### src/pgen_pkg.sv
// Constants, register map and types for the CSI-2 test pattern generator
// Contract
// - Two pattern kinds: reference colour bars and fixed colour pattern.
// - Bars one to three carry 0xAA, 0x33, 0xF0, each bar-length bytes.
// - Bars four to seven carry 0x7F, 0x55, 0xCC, 0x0F.
// - Eighth bar carries 0x80 and stretches to fill the line.
// - Bars per line selectable as one, two, four or eight.
// - Line byte count and bar byte length are independently programmable.
// - Datatype and virtual channel in headers come from software settings.
// - Programmable active lines within a programmable total line count.
// - Line spacing follows a programmable period in 10 ns units.
// - Front porch blank lines come after active lines, before frame end.
// - Back porch blank lines come after frame start, before active lines.
// - Runs in the transmit clock domain and hands formatted packets out.
// - Fixed mode uses the same frame and line geometry fields.
// - Fixed mode alternates bars between pattern and its bitwise inverse.
// - Fixed block length is programmable from one to sixteen bytes.
// - Sixteen byte registers hold the fixed pattern block.
package pgen_pkg;
	// Register byte offsets
	localparam logic [7:0] CTRL_OFF      = 8'h00;
	localparam logic [7:0] CFG_OFF       = 8'h04;
	localparam logic [7:0] HDR_OFF       = 8'h08;
	localparam logic [7:0] LINE_SIZE_OFF = 8'h0C;
	localparam logic [7:0] BAR_SIZE_OFF  = 8'h10;
	localparam logic [7:0] ACT_LPF_OFF   = 8'h14;
	localparam logic [7:0] TOT_LPF_OFF   = 8'h18;
	localparam logic [7:0] LINE_PD_OFF   = 8'h1C;
	localparam logic [7:0] PORCH_OFF     = 8'h20;
	localparam logic [7:0] STATUS_OFF    = 8'h24;
	localparam logic [7:0] FIXED_OFF     = 8'h40;
	// Field positions
	localparam int CTRL_EN_BIT    = 0;
	localparam int CTRL_FIXED_BIT = 1;
	localparam int CFG_BARS_LSB   = 0;
	localparam int CFG_BLK_LSB    = 4;
	localparam int HDR_VC_LSB     = 6;
	localparam int PORCH_VFP_LSB  = 8;
	// Reset values
	localparam logic [31:0] CTRL_RST      = 32'h0000_0000;
	localparam logic [31:0] CFG_RST       = 32'h0000_0033;
	localparam logic [31:0] HDR_RST       = 32'h0000_0024;
	localparam logic [31:0] LINE_SIZE_RST = 32'h0000_0010;
	localparam logic [31:0] BAR_SIZE_RST  = 32'h0000_0002;
	localparam logic [31:0] ACT_LPF_RST   = 32'h0000_0004;
	localparam logic [31:0] TOT_LPF_RST   = 32'h0000_0008;
	localparam logic [31:0] LINE_PD_RST   = 32'h0000_0040;
	localparam logic [31:0] PORCH_RST     = 32'h0000_0000;
	// Line period unit and the cycles it covers at pclk
	localparam int PD_UNIT_NS    = 10;
	localparam int CLK_PERIOD_NS = 10;
	localparam int PD_UNIT_CYC   = (PD_UNIT_NS + CLK_PERIOD_NS - 1) / CLK_PERIOD_NS;
	// Short packet data identifiers
	localparam logic [5:0] DT_FRAME_START = 6'h00;
	localparam logic [5:0] DT_FRAME_END   = 6'h01;
	// Bar colour table
	localparam logic [7:0] BAR0 = 8'hAA;
	localparam logic [7:0] BAR1 = 8'h33;
	localparam logic [7:0] BAR2 = 8'hF0;
	localparam logic [7:0] BAR3 = 8'h7F;
	localparam logic [7:0] BAR4 = 8'h55;
	localparam logic [7:0] BAR5 = 8'hCC;
	localparam logic [7:0] BAR6 = 8'h0F;
	localparam logic [7:0] BAR7 = 8'h80;
	// Frame sequencer states
	typedef enum logic [6:0] {
		ST_IDLE  = 7'b000_0001,
		ST_FS    = 7'b000_0010,
		ST_HDR   = 7'b000_0100,
		ST_DATA  = 7'b000_1000,
		ST_BLANK = 7'b001_0000,
		ST_WAIT  = 7'b010_0000,
		ST_FE    = 7'b100_0000
	} seq_state_e;
endpackage

### src/pgen_period_timer.sv
// Line period timer: pulses once every programmed period
`timescale 1ns/1ps
module pgen_period_timer import pgen_pkg::*; #(
	parameter int W = 16
) (
	input  wire logic         pclk,
	input  wire logic         presetn,
	input  wire logic         restart,
	input  wire logic [W-1:0] period,
	output logic              tick
);
	localparam logic [7:0] SUB_MAX = 8'(PD_UNIT_CYC - 1);
	logic [W-1:0] units_q;
	logic [7:0]   sub_q;
	wire          unit_end = (sub_q == SUB_MAX);
	wire [W-1:0]  last_unit = (period == '0) ? '0 : period - W'(1);
	wire          at_end = unit_end && (units_q >= last_unit);

	// Count 10 ns units; a zero period is treated as one unit
	always_ff @(posedge pclk or negedge presetn) begin
		if (!presetn) begin
			units_q <= '0;
			sub_q   <= '0;
		end else if (restart || unit_end) begin
			sub_q   <= '0;
			units_q <= (restart || at_end) ? '0 : units_q + W'(1);
		end else begin
			sub_q   <= sub_q + 8'(1);
		end
	end

	assign tick = at_end && !restart;

	// A one-bit period could not tell a single unit from a zero period
	if (W < 2) begin
		$error("period width too small");
	end
endmodule

### src/pgen_pixel_source.sv
// Byte source: colour bars or fixed pattern block, one byte per step
`timescale 1ns/1ps
module pgen_pixel_source import pgen_pkg::*; #(
	parameter int LW = 16
) (
	input  wire logic          pclk,
	input  wire logic          presetn,
	input  wire logic          line_start,
	input  wire logic          step,
	input  wire logic          fixed_mode,
	input  wire logic [1:0]    bars_sel,
	input  wire logic [3:0]    blk_last,
	input  wire logic [LW-1:0] bar_size,
	input  wire logic [127:0]  block,
	output logic [7:0]         byte_out
);
	logic [LW-1:0] bar_cnt_q;
	logic [2:0]    bar_q;
	logic [3:0]    idx_q;
	logic [2:0]    bar_last;
	logic [7:0]    bar_byte;
	logic [7:0]    fix_byte;

	// Number of bars minus one; last bar absorbs the line remainder
	assign bar_last = (bars_sel == 2'd0) ? 3'd0 : (bars_sel == 2'd1) ? 3'd1 :
			(bars_sel == 2'd2) ? 3'd3 : 3'd7;
	wire bar_end = (bar_cnt_q + LW'(1) >= bar_size) && (bar_q != bar_last);

	// With fewer bars, spread them over the eight colours
	wire [2:0] colour = (bars_sel == 2'd0) ? 3'd0 : (bars_sel == 2'd1) ? {bar_q[0], 2'b00} :
			(bars_sel == 2'd2) ? {bar_q[1:0], 1'b0} : bar_q;
	always_comb begin
		case (colour)
			3'd0:    bar_byte = BAR0;
			3'd1:    bar_byte = BAR1;
			3'd2:    bar_byte = BAR2;
			3'd3:    bar_byte = BAR3;
			3'd4:    bar_byte = BAR4;
			3'd5:    bar_byte = BAR5;
			3'd6:    bar_byte = BAR6;
			default: bar_byte = BAR7;
		endcase
	end
	// Odd bars send the inverted block
	assign fix_byte = block[idx_q*8 +: 8] ^ {8{bar_q[0]}};

	// Counters restart with every active line
	always_ff @(posedge pclk or negedge presetn) begin
		if (!presetn) begin
			bar_cnt_q <= '0;
			bar_q     <= '0;
			idx_q     <= '0;
		end else if (line_start) begin
			bar_cnt_q <= '0;
			bar_q     <= '0;
			idx_q     <= '0;
		end else if (step) begin
			bar_cnt_q <= bar_end ? '0 : bar_cnt_q + LW'(1);
			bar_q     <= bar_end ? bar_q + 3'd1 : bar_q;
			idx_q     <= (idx_q >= blk_last) ? 4'd0 : idx_q + 4'd1;
		end
	end

	assign byte_out = fixed_mode ? fix_byte : bar_byte;

	// Bar counter shares the sixteen-bit size field
	if (LW < 2 || LW > 16) begin
		$error("bar size width out of range");
	end
endmodule

### src/pgen_top.sv
// APB-programmed CSI-2 test pattern generator, emitting packet bytes to the transmitter
`timescale 1ns/1ps
module pgen_top import pgen_pkg::*; #(
	parameter int LW = 16
) (
	input  wire logic        pclk,
	input  wire logic        presetn,
	input  wire logic        psel,
	input  wire logic        penable,
	input  wire logic        pwrite,
	input  wire logic [7:0]  paddr,
	input  wire logic [31:0] pwdata,
	output logic [31:0]      prdata,
	output logic             pready,
	output logic             pslverr,
	output logic [7:0]       tx_data,
	output logic             tx_valid,
	output logic             tx_sop,
	output logic             tx_eop,
	input  wire logic        tx_ready,
	output logic             frame_active
);
	// Word count in the header is sixteen bits, so wider counters would be cut
	if (LW < 8 || LW > 16) begin
		$error("LW must be 8..16");
	end

	// Register storage
	logic [31:0]  ctrl_q, cfg_q, hdr_q, lsize_q, bsize_q, act_q, tot_q, pd_q, porch_q;
	logic [127:0] block_q;
	logic         run_q;
	logic         fixed_q;
	logic [31:0]  frames_q;

	// APB decode; zero wait states, unmapped offsets answer with slave error
	wire        acc      = psel && penable;
	wire        wr       = acc && pwrite;
	wire        in_fixed = (paddr >= FIXED_OFF) && (paddr < FIXED_OFF + 8'h40);
	wire [3:0]  fix_idx  = paddr[5:2];
	wire        aligned  = (paddr[1:0] == 2'b00);
	wire        hit = aligned && (in_fixed || paddr == CTRL_OFF || paddr == CFG_OFF ||
			paddr == HDR_OFF || paddr == LINE_SIZE_OFF || paddr == BAR_SIZE_OFF ||
			paddr == ACT_LPF_OFF || paddr == TOT_LPF_OFF || paddr == LINE_PD_OFF ||
			paddr == PORCH_OFF || paddr == STATUS_OFF);
	wire        wr_ok    = wr && hit;
	assign pready  = 1'b1;
	assign pslverr = acc && !hit;

	// Register writes; geometry is latched per frame, but bar count, block length, fixed bytes and line period apply at once
	always_ff @(posedge pclk or negedge presetn) begin
		if (!presetn) begin
			ctrl_q  <= CTRL_RST;
			cfg_q   <= CFG_RST;
			hdr_q   <= HDR_RST;
			lsize_q <= LINE_SIZE_RST;
			bsize_q <= BAR_SIZE_RST;
			act_q   <= ACT_LPF_RST;
			tot_q   <= TOT_LPF_RST;
			pd_q    <= LINE_PD_RST;
			porch_q <= PORCH_RST;
		end else if (wr_ok) begin
			case (paddr)
				CTRL_OFF:      ctrl_q  <= {30'd0, pwdata[1:0]};
				CFG_OFF:       cfg_q   <= {24'd0, pwdata[7:0]};
				HDR_OFF:       hdr_q   <= {24'd0, pwdata[7:0]};
				LINE_SIZE_OFF: lsize_q <= {16'd0, pwdata[15:0]};
				BAR_SIZE_OFF:  bsize_q <= {16'd0, pwdata[15:0]};
				ACT_LPF_OFF:   act_q   <= {16'd0, pwdata[15:0]};
				TOT_LPF_OFF:   tot_q   <= {16'd0, pwdata[15:0]};
				LINE_PD_OFF:   pd_q    <= {16'd0, pwdata[15:0]};
				PORCH_OFF:     porch_q <= {16'd0, pwdata[15:0]};
				default:       ctrl_q  <= ctrl_q;
			endcase
		end
	end

	// Sixteen fixed pattern byte registers
	always_ff @(posedge pclk or negedge presetn) begin
		if (!presetn) begin
			block_q <= '0;
		end else if (wr_ok && in_fixed) begin
			block_q[fix_idx*8 +: 8] <= pwdata[7:0];
		end
	end

	// Status word: running, mode in use, frames sent
	wire [31:0] status = {frames_q[15:0], 14'd0, fixed_q, run_q};
	always_comb begin
		case (paddr)
			CTRL_OFF:      prdata = ctrl_q;
			CFG_OFF:       prdata = cfg_q;
			HDR_OFF:       prdata = hdr_q;
			LINE_SIZE_OFF: prdata = lsize_q;
			BAR_SIZE_OFF:  prdata = bsize_q;
			ACT_LPF_OFF:   prdata = act_q;
			TOT_LPF_OFF:   prdata = tot_q;
			LINE_PD_OFF:   prdata = pd_q;
			PORCH_OFF:     prdata = porch_q;
			STATUS_OFF:    prdata = status;
			default:       prdata = in_fixed ? {24'd0, block_q[fix_idx*8 +: 8]} : 32'd0;
		endcase
		if (!aligned) begin
			prdata = 32'd0;
		end
	end

	// Frame sequencer
	seq_state_e    st_q, st_d;
	logic [LW-1:0] line_q;
	logic [LW-1:0] byte_q;
	logic [1:0]    hb_q;
	logic          started_q;
	logic [LW-1:0] f_lsize_q, f_act_q, f_tot_q, f_bsize_q;
	logic [7:0]    f_vbp_q, f_vfp_q;
	logic [7:0]    f_hdr_q;
	logic [7:0]    src_byte;
	logic [7:0]    out_d;

	wire            tick;
	wire            fire     = tx_valid && tx_ready;
	wire            en_req   = ctrl_q[CTRL_EN_BIT];
	// Lines run 0..tot_eff-1: back porch, then active lines, then remaining blanking
	wire [LW-1:0]   act_first = LW'(f_vbp_q);
	wire [LW-1:0]   act_end   = act_first + f_act_q;
	wire            line_act  = (line_q >= act_first) && (line_q < act_end);
	wire [LW-1:0]   tot_eff   = (f_tot_q < act_end + LW'(f_vfp_q)) ?
			act_end + LW'(f_vfp_q) : f_tot_q;
	wire            last_line = (line_q + LW'(1) >= tot_eff);
	wire            last_byte = (byte_q + LW'(1) >= f_lsize_q);
	wire            hdr_last  = (hb_q == 2'd3);
	wire            src_step  = fire && (st_q == ST_DATA);
	wire [LW-1:0]   line_nx   = line_q + LW'(1);
	wire            line_act_next = (line_nx >= act_first) && (line_nx < act_end);

	// Next state; each packet waits on transmitter ready
	always_comb begin
		st_d = st_q;
		case (st_q)
			ST_IDLE:  st_d = (en_req) ? ST_FS : ST_IDLE;
			ST_FS:    st_d = (fire && hdr_last) ? ST_WAIT : ST_FS;
			ST_WAIT: begin
				if (tick && started_q) begin
					if (last_line) begin
						st_d = ST_FE;
					end else begin
						st_d = line_act_next ? ST_HDR : ST_BLANK;
					end
				end else if (tick) begin
					st_d = line_act ? ST_HDR : ST_BLANK;
				end
			end
			ST_HDR:   st_d = (fire && hdr_last) ? ST_DATA : ST_HDR;
			ST_DATA:  st_d = (fire && last_byte) ? ST_WAIT : ST_DATA;
			ST_BLANK: st_d = ST_WAIT;
			ST_FE:    st_d = (fire && hdr_last) ? ST_IDLE : ST_FE;
			default:  st_d = ST_IDLE;
		endcase
	end

	// Sequencer registers and per-frame capture of settings
	always_ff @(posedge pclk or negedge presetn) begin
		if (!presetn) begin
			st_q      <= ST_IDLE;
			line_q    <= '0;
			byte_q    <= '0;
			hb_q      <= '0;
			started_q <= 1'b0;
			run_q     <= 1'b0;
			fixed_q   <= 1'b0;
			frames_q  <= '0;
			f_lsize_q <= '0;
			f_act_q   <= '0;
			f_tot_q   <= '0;
			f_bsize_q <= '0;
			f_vbp_q   <= '0;
			f_vfp_q   <= '0;
			f_hdr_q   <= '0;
		end else begin
			st_q <= st_d;
			if (st_q == ST_IDLE) begin
				run_q     <= en_req;
				fixed_q   <= ctrl_q[CTRL_FIXED_BIT];
				f_lsize_q <= lsize_q[LW-1:0];
				f_act_q   <= act_q[LW-1:0];
				f_tot_q   <= tot_q[LW-1:0];
				f_bsize_q <= bsize_q[LW-1:0];
				f_vbp_q   <= porch_q[7:0];
				f_vfp_q   <= porch_q[PORCH_VFP_LSB +: 8];
				f_hdr_q   <= hdr_q[7:0];
				line_q    <= '0;
				started_q <= 1'b0;
			end
			if (fire && (st_q == ST_FS || st_q == ST_HDR || st_q == ST_FE)) begin
				hb_q <= hb_q + 2'd1;
			end
			if (src_step) begin
				byte_q <= last_byte ? '0 : byte_q + LW'(1);
			end
			if (st_q == ST_WAIT && tick) begin
				if (started_q) begin
					line_q <= line_nx;
				end
				started_q <= 1'b1;
			end
			if (st_q == ST_FE && fire && hdr_last) begin
				frames_q <= frames_q + 32'd1;
			end
		end
	end

	wire line_start = (st_q == ST_HDR) && (hb_q == 2'd0);
	pgen_pixel_source #(.LW(LW)) u_src (
		.pclk       (pclk),
		.presetn    (presetn),
		.line_start (line_start),
		.step       (src_step),
		.fixed_mode (fixed_q),
		.bars_sel   (cfg_q[CFG_BARS_LSB +: 2]),
		.blk_last   (cfg_q[CFG_BLK_LSB +: 4]),
		.bar_size   (f_bsize_q),
		.block      (block_q),
		.byte_out   (src_byte)
	);

	pgen_period_timer #(.W(16)) u_tmr (
		.pclk    (pclk),
		.presetn (presetn),
		.restart (st_q == ST_IDLE),
		.period  (pd_q[15:0]),
		.tick    (tick)
	);

	// Packet header bytes: data id, word count low/high, check byte
	wire [5:0]  dt_sel  = (st_q == ST_FS) ? DT_FRAME_START :
			(st_q == ST_FE) ? DT_FRAME_END : f_hdr_q[5:0];
	wire [7:0]  di      = {f_hdr_q[HDR_VC_LSB +: 2], dt_sel};
	wire [15:0] wc      = (st_q == ST_HDR) ? 16'(f_lsize_q) : 16'd0;
	always_comb begin
		case (hb_q)
			2'd0:    out_d = di;
			2'd1:    out_d = wc[7:0];
			2'd2:    out_d = wc[15:8];
			default: out_d = di ^ wc[7:0] ^ wc[15:8];
		endcase
		if (st_q == ST_DATA) begin
			out_d = src_byte;
		end
	end

	// Byte stream to the transmitter
	assign tx_data  = out_d;
	assign tx_valid = (st_q == ST_FS) || (st_q == ST_HDR) || (st_q == ST_DATA) ||
			(st_q == ST_FE);
	assign tx_sop   = tx_valid && (st_q != ST_DATA) && (hb_q == 2'd0);
	assign tx_eop   = tx_valid && (((st_q == ST_FS || st_q == ST_FE) && hdr_last) ||
			((st_q == ST_DATA) && last_byte));
	assign frame_active = (st_q != ST_IDLE);
endmodule

### config.mk
export PLATFORM = sky130hd
export DESIGN_NAME = pgen_top
export DESIGN_NICKNAME = d
export VERILOG_FILES = /design/src/pgen_pkg.sv /design/src/pgen_period_timer.sv /design/src/pgen_pixel_source.sv /design/src/pgen_top.sv
export SDC_FILE = /design/constraint.sdc
export NUM_CORES = 1
export LEC_CHECK = 0
export BUFFER_PORTS_ARGS = -buffer_cell sky130_fd_sc_hd__buf_4
export CAP_MARGIN = 20
export CORE_MARGIN = 5
export CORE_UTILIZATION = 57
export CTS_CLUSTER_DIAMETER = 150
export DETAILED_ROUTE_END_ITERATION = 8
export PLACE_DENSITY = 0.85
export SLEW_MARGIN = 0
export SYNTH_ARGS = -nofsm -noshare
export SYNTH_HDL_FRONTEND = slang
export SYNTH_SLANG_ARGS = --single-unit
### constraint.sdc
create_clock -name pclk -period 9.5 [get_ports pclk]
set_input_delay 1.425 -clock pclk [delete_from_list [all_inputs] [get_ports pclk]]
set_output_delay 1.425 -clock pclk [all_outputs]
set_load 0.02 [all_outputs]
# == Word-level counts from Yosys, hierarchy flattened ==
# Index checks and enable logic that the tools add are counted.
# totals
input_bits,46
wordCells,207
reg_bits,453
out_inout_bits,46
# classes
n_addsub,13
muxes,47
eq_ne,31
shift,4
bitwise,3
n_reduce_logical,67
order_cmp,12
# ops
cell,n
$pmux 32 s10,1
$shiftx 128x8->8,2
$mux 16,11
$bwmux 128,1
$shift 8x34->128 const A,1
$shiftx 8x34->128,1
$add 16x1->16 const B,4
$ge 16x16->1,4
$pmux 8 s7,1
$pmux 7 s7,1
$lt 16x16->1,3
$neg 7->34,1
$add 32x1->32 const B,1
$eq 8x5->1 const B,4
$ge 16x8->1,2
$mux 32,1
$mux 8,4
$mux 7,4
$logic_and 1x1->1,27
$mux 3,9
$mux 6,4
$pmux 8 s3,1
$xor 8x8->8,3
$reduce_and 2->1,10
40 further kinds,76

# == Depth between registers and ports, before layout ==
# depth
depth_word,15
mapped_depth,28
depth_no_buf,27

# == Cells and area by module ==
# Synthesis repeated with hierarchy kept, for this count alone.
# unflattened
hier_cells,2733
area_unflattened_um2,26904.6
# by_module_without_submodules
mod,instances,seq_area_each_um2,cells_per_inst,area_per_inst_um2
pgen_top,1,9774.4,2173,21794.7
pgen_pixel_source,1,575.6,331,3186.8
pgen_period_timer,1,600.6,229,1923.1

# == Worst setup path after synthesis ==
# No wires, ideal clock.
# synth_timing
path_type,register to register
from,reg f_vbp_q[0]
to,reg st_q[2]
synth_period_minus_slack_ns,6.103
n_path_buf,1
setup_time_ns,0.077
path_stages_with_launch,28
slack_ns,3.397
arrival_time_ns,6.026
t_required_ns,9.423
path_cell_list,dfrtp_1 > ha_1 > fa_1 > a21o_1 > a221oi_1 > xnor2_1 > ha_1 > or3_1 > o21ai_0 > a31oi_1 > nor3b_1 > xor2_1 > ha_1 > nand4_1 > nor2_1 > nor3_1 > o311ai_0 > a221oi_2 > buf_2 > mux2_2 > ha_1 > a21oi_1 > o21ai_0 > a21oi_1 > o21ai_0 > a21oi_1 > or4b_1 > a21oi_1
# synth_via
elab_chain_cells,8
word_cells_on_any_way,17
cone_classes,2 x add/sub; 6 x order compare; 7 x mux; 2 x reduce/logical
# synth_lines
item,line,source
from (decl),pgen_top.sv:114,"logic [7:0] f_vbp_q, f_vfp_q;"
from (signal assigned),pgen_top.sv:187,f_vbp_q <= porch_q[7:0];
$add 8x16->16,pgen_top.sv:124,wire [LW-1:0] act_end = act_first + f_act_q;
$add 16x8->16,"pgen_top.sv:126, pgen_top.sv:127",
$lt 16x16->1,pgen_top.sv:126,wire [LW-1:0] tot_eff = (f_tot_q < act_end + LW'(f_vfp_q)) ?
$mux 16,pgen_top.sv:126,
$ge 16x16->1,pgen_top.sv:128,wire last_line = (line_q + LW'(1) >= tot_eff);
$mux 7,pgen_top.sv:143,if (last_line) begin
$mux 7 *,pgen_top.sv:142,if (tick && started_q) begin
$pmux 7 s7 *,pgen_top.sv:138,case (st_q)
to (signal assigned),pgen_top.sv:179,st_q <= st_d;
to (decl),pgen_top.sv:108,"seq_state_e st_q, st_d;"
# Every way passes the cells marked *; elsewhere a longest branch is shown, timed or not. The select of a mux whose other input is x is not followed.
# A chain may end at the register's enable or synchronous reset.

# == Worst setup path in the final report ==
# Ends and elaborated chain as after synthesis.

==> reports/qor.log <==
[detailed_routing] wire length reported by the detailed router 77,100 um
[synthesis] number of distinct library cells after synthesis 84
[timing] final worst path period need 7390 ps
[synthesis] leading cell type by number of instances after synthesis nand2_1
[final_layout] fraction of layout cells with a size suffix above 1 0.144
[worst_setup_path] type of element launching the critical path flop
[timing] final setup violation count 0
[synthesis] mux share of post-synthesis cell area 0.121
[placed_design] Buffers on Ports 74
[floorplanning] total die area 51,000 sq um
[timing] fin crit share 0.778
[cts] hold_buf cts 0
[synthesis] XOR/XNOR share of the synthesized area 0.0406
[synthesis] synth top area cells dfrtp_1 (40%), ha_1 (7.8%), nand2_1 (7.6%), mux2_2 (5.6%), mux4_2 (4.8%)
[worst_setup_path] data arrival time of the critical path 7910 ps
[final_layout] Antenna diodes 0
[synthesis] combinational family with the most area after synthesis simple AND/OR/NAND/NOR gates
[detailed_routing] via-per-instance ratio 6.55
[cts] insertion delay of the later-clocked pin in the worst-skew pair 620 ps
[detailed_routing] DRC 0
[floorplanning] io pins 92
[detailed_routing] Pre-antenna DRT Iters 6
[synthesis] part of the Yosys area used for sequential elements 0.413
[cts] buffer type at the clock tree root clkbuf_16
[floorplanning] height of the die 226 um
[global_route] wire length of the first global-routing pass 123,000 um
[cts] H-Tree Depth 2
[final_layout] Filler Cell Count 3,577
[timing] Final Hold Slack 483 ps
[final_layout] final net count 2,975
[worst_hold_path] Min-Delay Path Class flop to flop
[synthesis] simple-gate area share of the yosys netlist 0.162
[worst_setup_path] largest driver fanout on the critical path 12
[synthesis] Synthesized Nets 2,982
[detailed_routing] met1 wire length 29,900 um
[timing] Layout Skew 32.1 ps
[detailed_routing] total via count after detailed routing 22,300
[cts] number of gates given a new drive strength after cts 0
[synthesis] cell type contributing the most total cell area after synthesis dfrtp_1
[synthesis] share of flip-flops with an asynchronous set or reset 1.00
[timing] Fmax achieved 135 MHz
[floorplanning] Die Width 226 um
[floorplanning] placement row count 79
[worst_setup_path] worst endpoint required time 10,020 ps
[synthesis] leading register cell type out of synthesis dfrtp_1
[synthesis] post-synthesis share of cell area spent on full adders, half adders and majority gates 0.0798
[detailed_routing] routed length per placed instance 22.6 um
[timing] max-slew violation total from the final report 0
[synthesis] Syn Std Cell Area 26,500 sq um
[cts] clk buf depth 3
[placed_design] last weighted congestion value of the routability-driven placer 0.937
[timing] Sum Neg Setup Slack 0 ps
[global_route] global routing usage summed across all routing layers 0.301
[global_route] maximum number of pins on one net before global-route repair 173
[worst_setup_path] Worst Setup Path Type flop to flop
[synthesis] share of the synthesized area in the top cell type 0.401
[detailed_routing] antenna violation net count after detailed routing 0
[synthesis] ranking of synthesized cells by instance count nand2_1 (537), dfrtp_1 (425), o21ai_0 (235), ha_1 (166), mux2_2 (132)
[power] Max rail drop VDD 0.139 mV
[synthesis] Synth Instances 2,768
[cts] clock tree from TritonCTS yes
[final_layout] area growth from synthesis to layout 9.46%
[floorplanning] core area 46,400 sq um
[run_status] outcome completed
[timing] normalized max-slew margin 0.238
[cts] number of setup buffers added after CTS 0
[detailed_routing] top routing layer in use met4
[synthesis] Avg Inst Size Synth 9.59 sq um
[timing] actual transition at the worst max-transition pin 1130 ps
[worst_setup_path] type of destination of the critical path flop
[detailed_routing] Iteration-0 DRC Markers 2,470
[global_route] antenna violations before repair 0
[global_route] number of global-route vias before repair 22,400
[timing] Final Hold Vio Count 0
[synthesis] Synth Area in Compound Gates 0.144
[power] cell area power density 136 nW/um^2
[placed_design] half-perimeter wire length after detailed placement 54,200 um
[power] leakage power of the design 0.0134 uW
[synthesis] number of enable flip-flop cells after synthesis 0
[cts] clock-pin slew reported for the worst setup and hold paths after clock tree synthesis 60 ps
[cts] clock buffers created by TritonCTS 48
[cts] CTS sink count 437
[global_route] gr ovfl total 0
[timing] RSZ-0062 raised after global routing false
[detailed_routing] met3 wire length 7570 um
[job] maxcap violations 0
[synthesis] Synth Register Bits 437
[detailed_routing] length of routed met2 wiring 36,000 um
[synthesis] number of warnings reported in the yosys synthesis log 0
[floorplanning] starting density of the core 0.573
[per-layer routing]
metal / track usage / vias up
met1: 0.391 / 11000
met4: 0.129 / 0
met2: 0.488 / 1159
met5: 0 / -
li1: - / 9929
met3: 0.0689 / 271
[metrics by stage]
stage          setup WS (ps)  area (sq um)  instances  power [uW]  utilization
6_report                2110         29100       3408        3940        0.627
5_1_grt                 1690         29100       3408        4030        0.627
4_1_cts                 2190         29100       3407        3950        0.627
3_5_place_dp            2350         27500       3317        2060        0.592
3_3_place_gp            2460         27400       3316        2050        0.592
2_1_floorplan           3400         26500       2768        1970            -
[flip-flops by register name, indices dropped and copies added, names as in the netlist, 16 cells and up]
name	cells
act_q	16
frames_q	16
block_q	128
f_lsize_q	16
u_tmr.units_q	16
pd_q	16
f_bsize_q	16
line_q	16
porch_q	16
byte_q	16
tot_q	16
u_src.bar_cnt_q	16
lsize_q	16
f_act_q	16
f_tot_q	16
bsize_q	16
[logic make-up (layout without fill, tap and decap cells)]
group,Yosys count,in the layout
compound gates,596,596
buf+inv,269,302
flops,437,437
mux,235,235
xor+xnor,123,123
simple gates,939,939
fa+ha+maj,168,168
other cells,1,1
[where the power goes]
| group | total [uW] | switching (uW) | internal [uW] |
|---|---|---|---|
| clock network | 1910 | 830 | 1080 |
| logic | 157 | 119 | 38.7 |
| registers | 1870 | 3.05 | 1860 |
| total | 3940 | 952 | 2990 |
[path summary, 6_finish.rpt]
kind,endpoint,startpoint,slack (ps),depth (start not counted)
max,st_q[2],f_vbp_q[0],2110,26
min,f_act_q[0],f_act_q[0],480,2
max reg2reg,st_q[2],f_vbp_q[0],2110,26
min reg2reg,f_act_q[0],f_act_q[0],480,2
max in group asynchronous,block_q[58],presetn,7150,2
min in group asynchronous,line_q[8],presetn,800,1
[placed cells by master (no fill, tap or decap), types with 34 or more instances in the layout]
cell type,n
nand2_1,537
dfrtp_1,424
o21ai_0,235
ha_1,166
mux2_2,132
inv_1,115
buf_4,91
nand3_1,87
a21oi_1,76
nor2_1,73
xor2_1,64
xnor2_1,59
mux4_2,56
a22oi_1,50
clkbuf_16,48
mux2i_1,47
a221oi_1,37
a21o_1,35
and2_1,34
[area by class of cell]
class	instances	area (sq um)	share of cell area
inverters	117	439	0.0151
repair buffers	95	734	0.0253
clock buffers	71	1400	0.0481
flip-flops and latches	437	11000	0.377
clock inverters	19	195	0.00672
well taps	607	759	0.0261
multi-input cells	2062	14600	0.502
[critical path, cell delays in order (launching register included)]
cell      delay [ps]
dfrtp_1          430
ha_1             250
fa_1             430
a21o_1           250
a221oi_1         290
xnor2_1          190
ha_1             380
or3_1            130
o21ai_0          100
a31oi_1          400
nor3b_1          310
xor2_1           220
ha_1             280
nor2b_1          130
o21ai_0          190
o311ai_0         210
a221oi_2         530
buf_4            310
mux2_2           380
ha_1             300
a21oi_1          120
o21ai_0          110
a21oi_1          200
o21ai_0          120
a21oi_1          390
or4b_1           490
a21oi_1          170
Power figures use the tool's default switching activity.
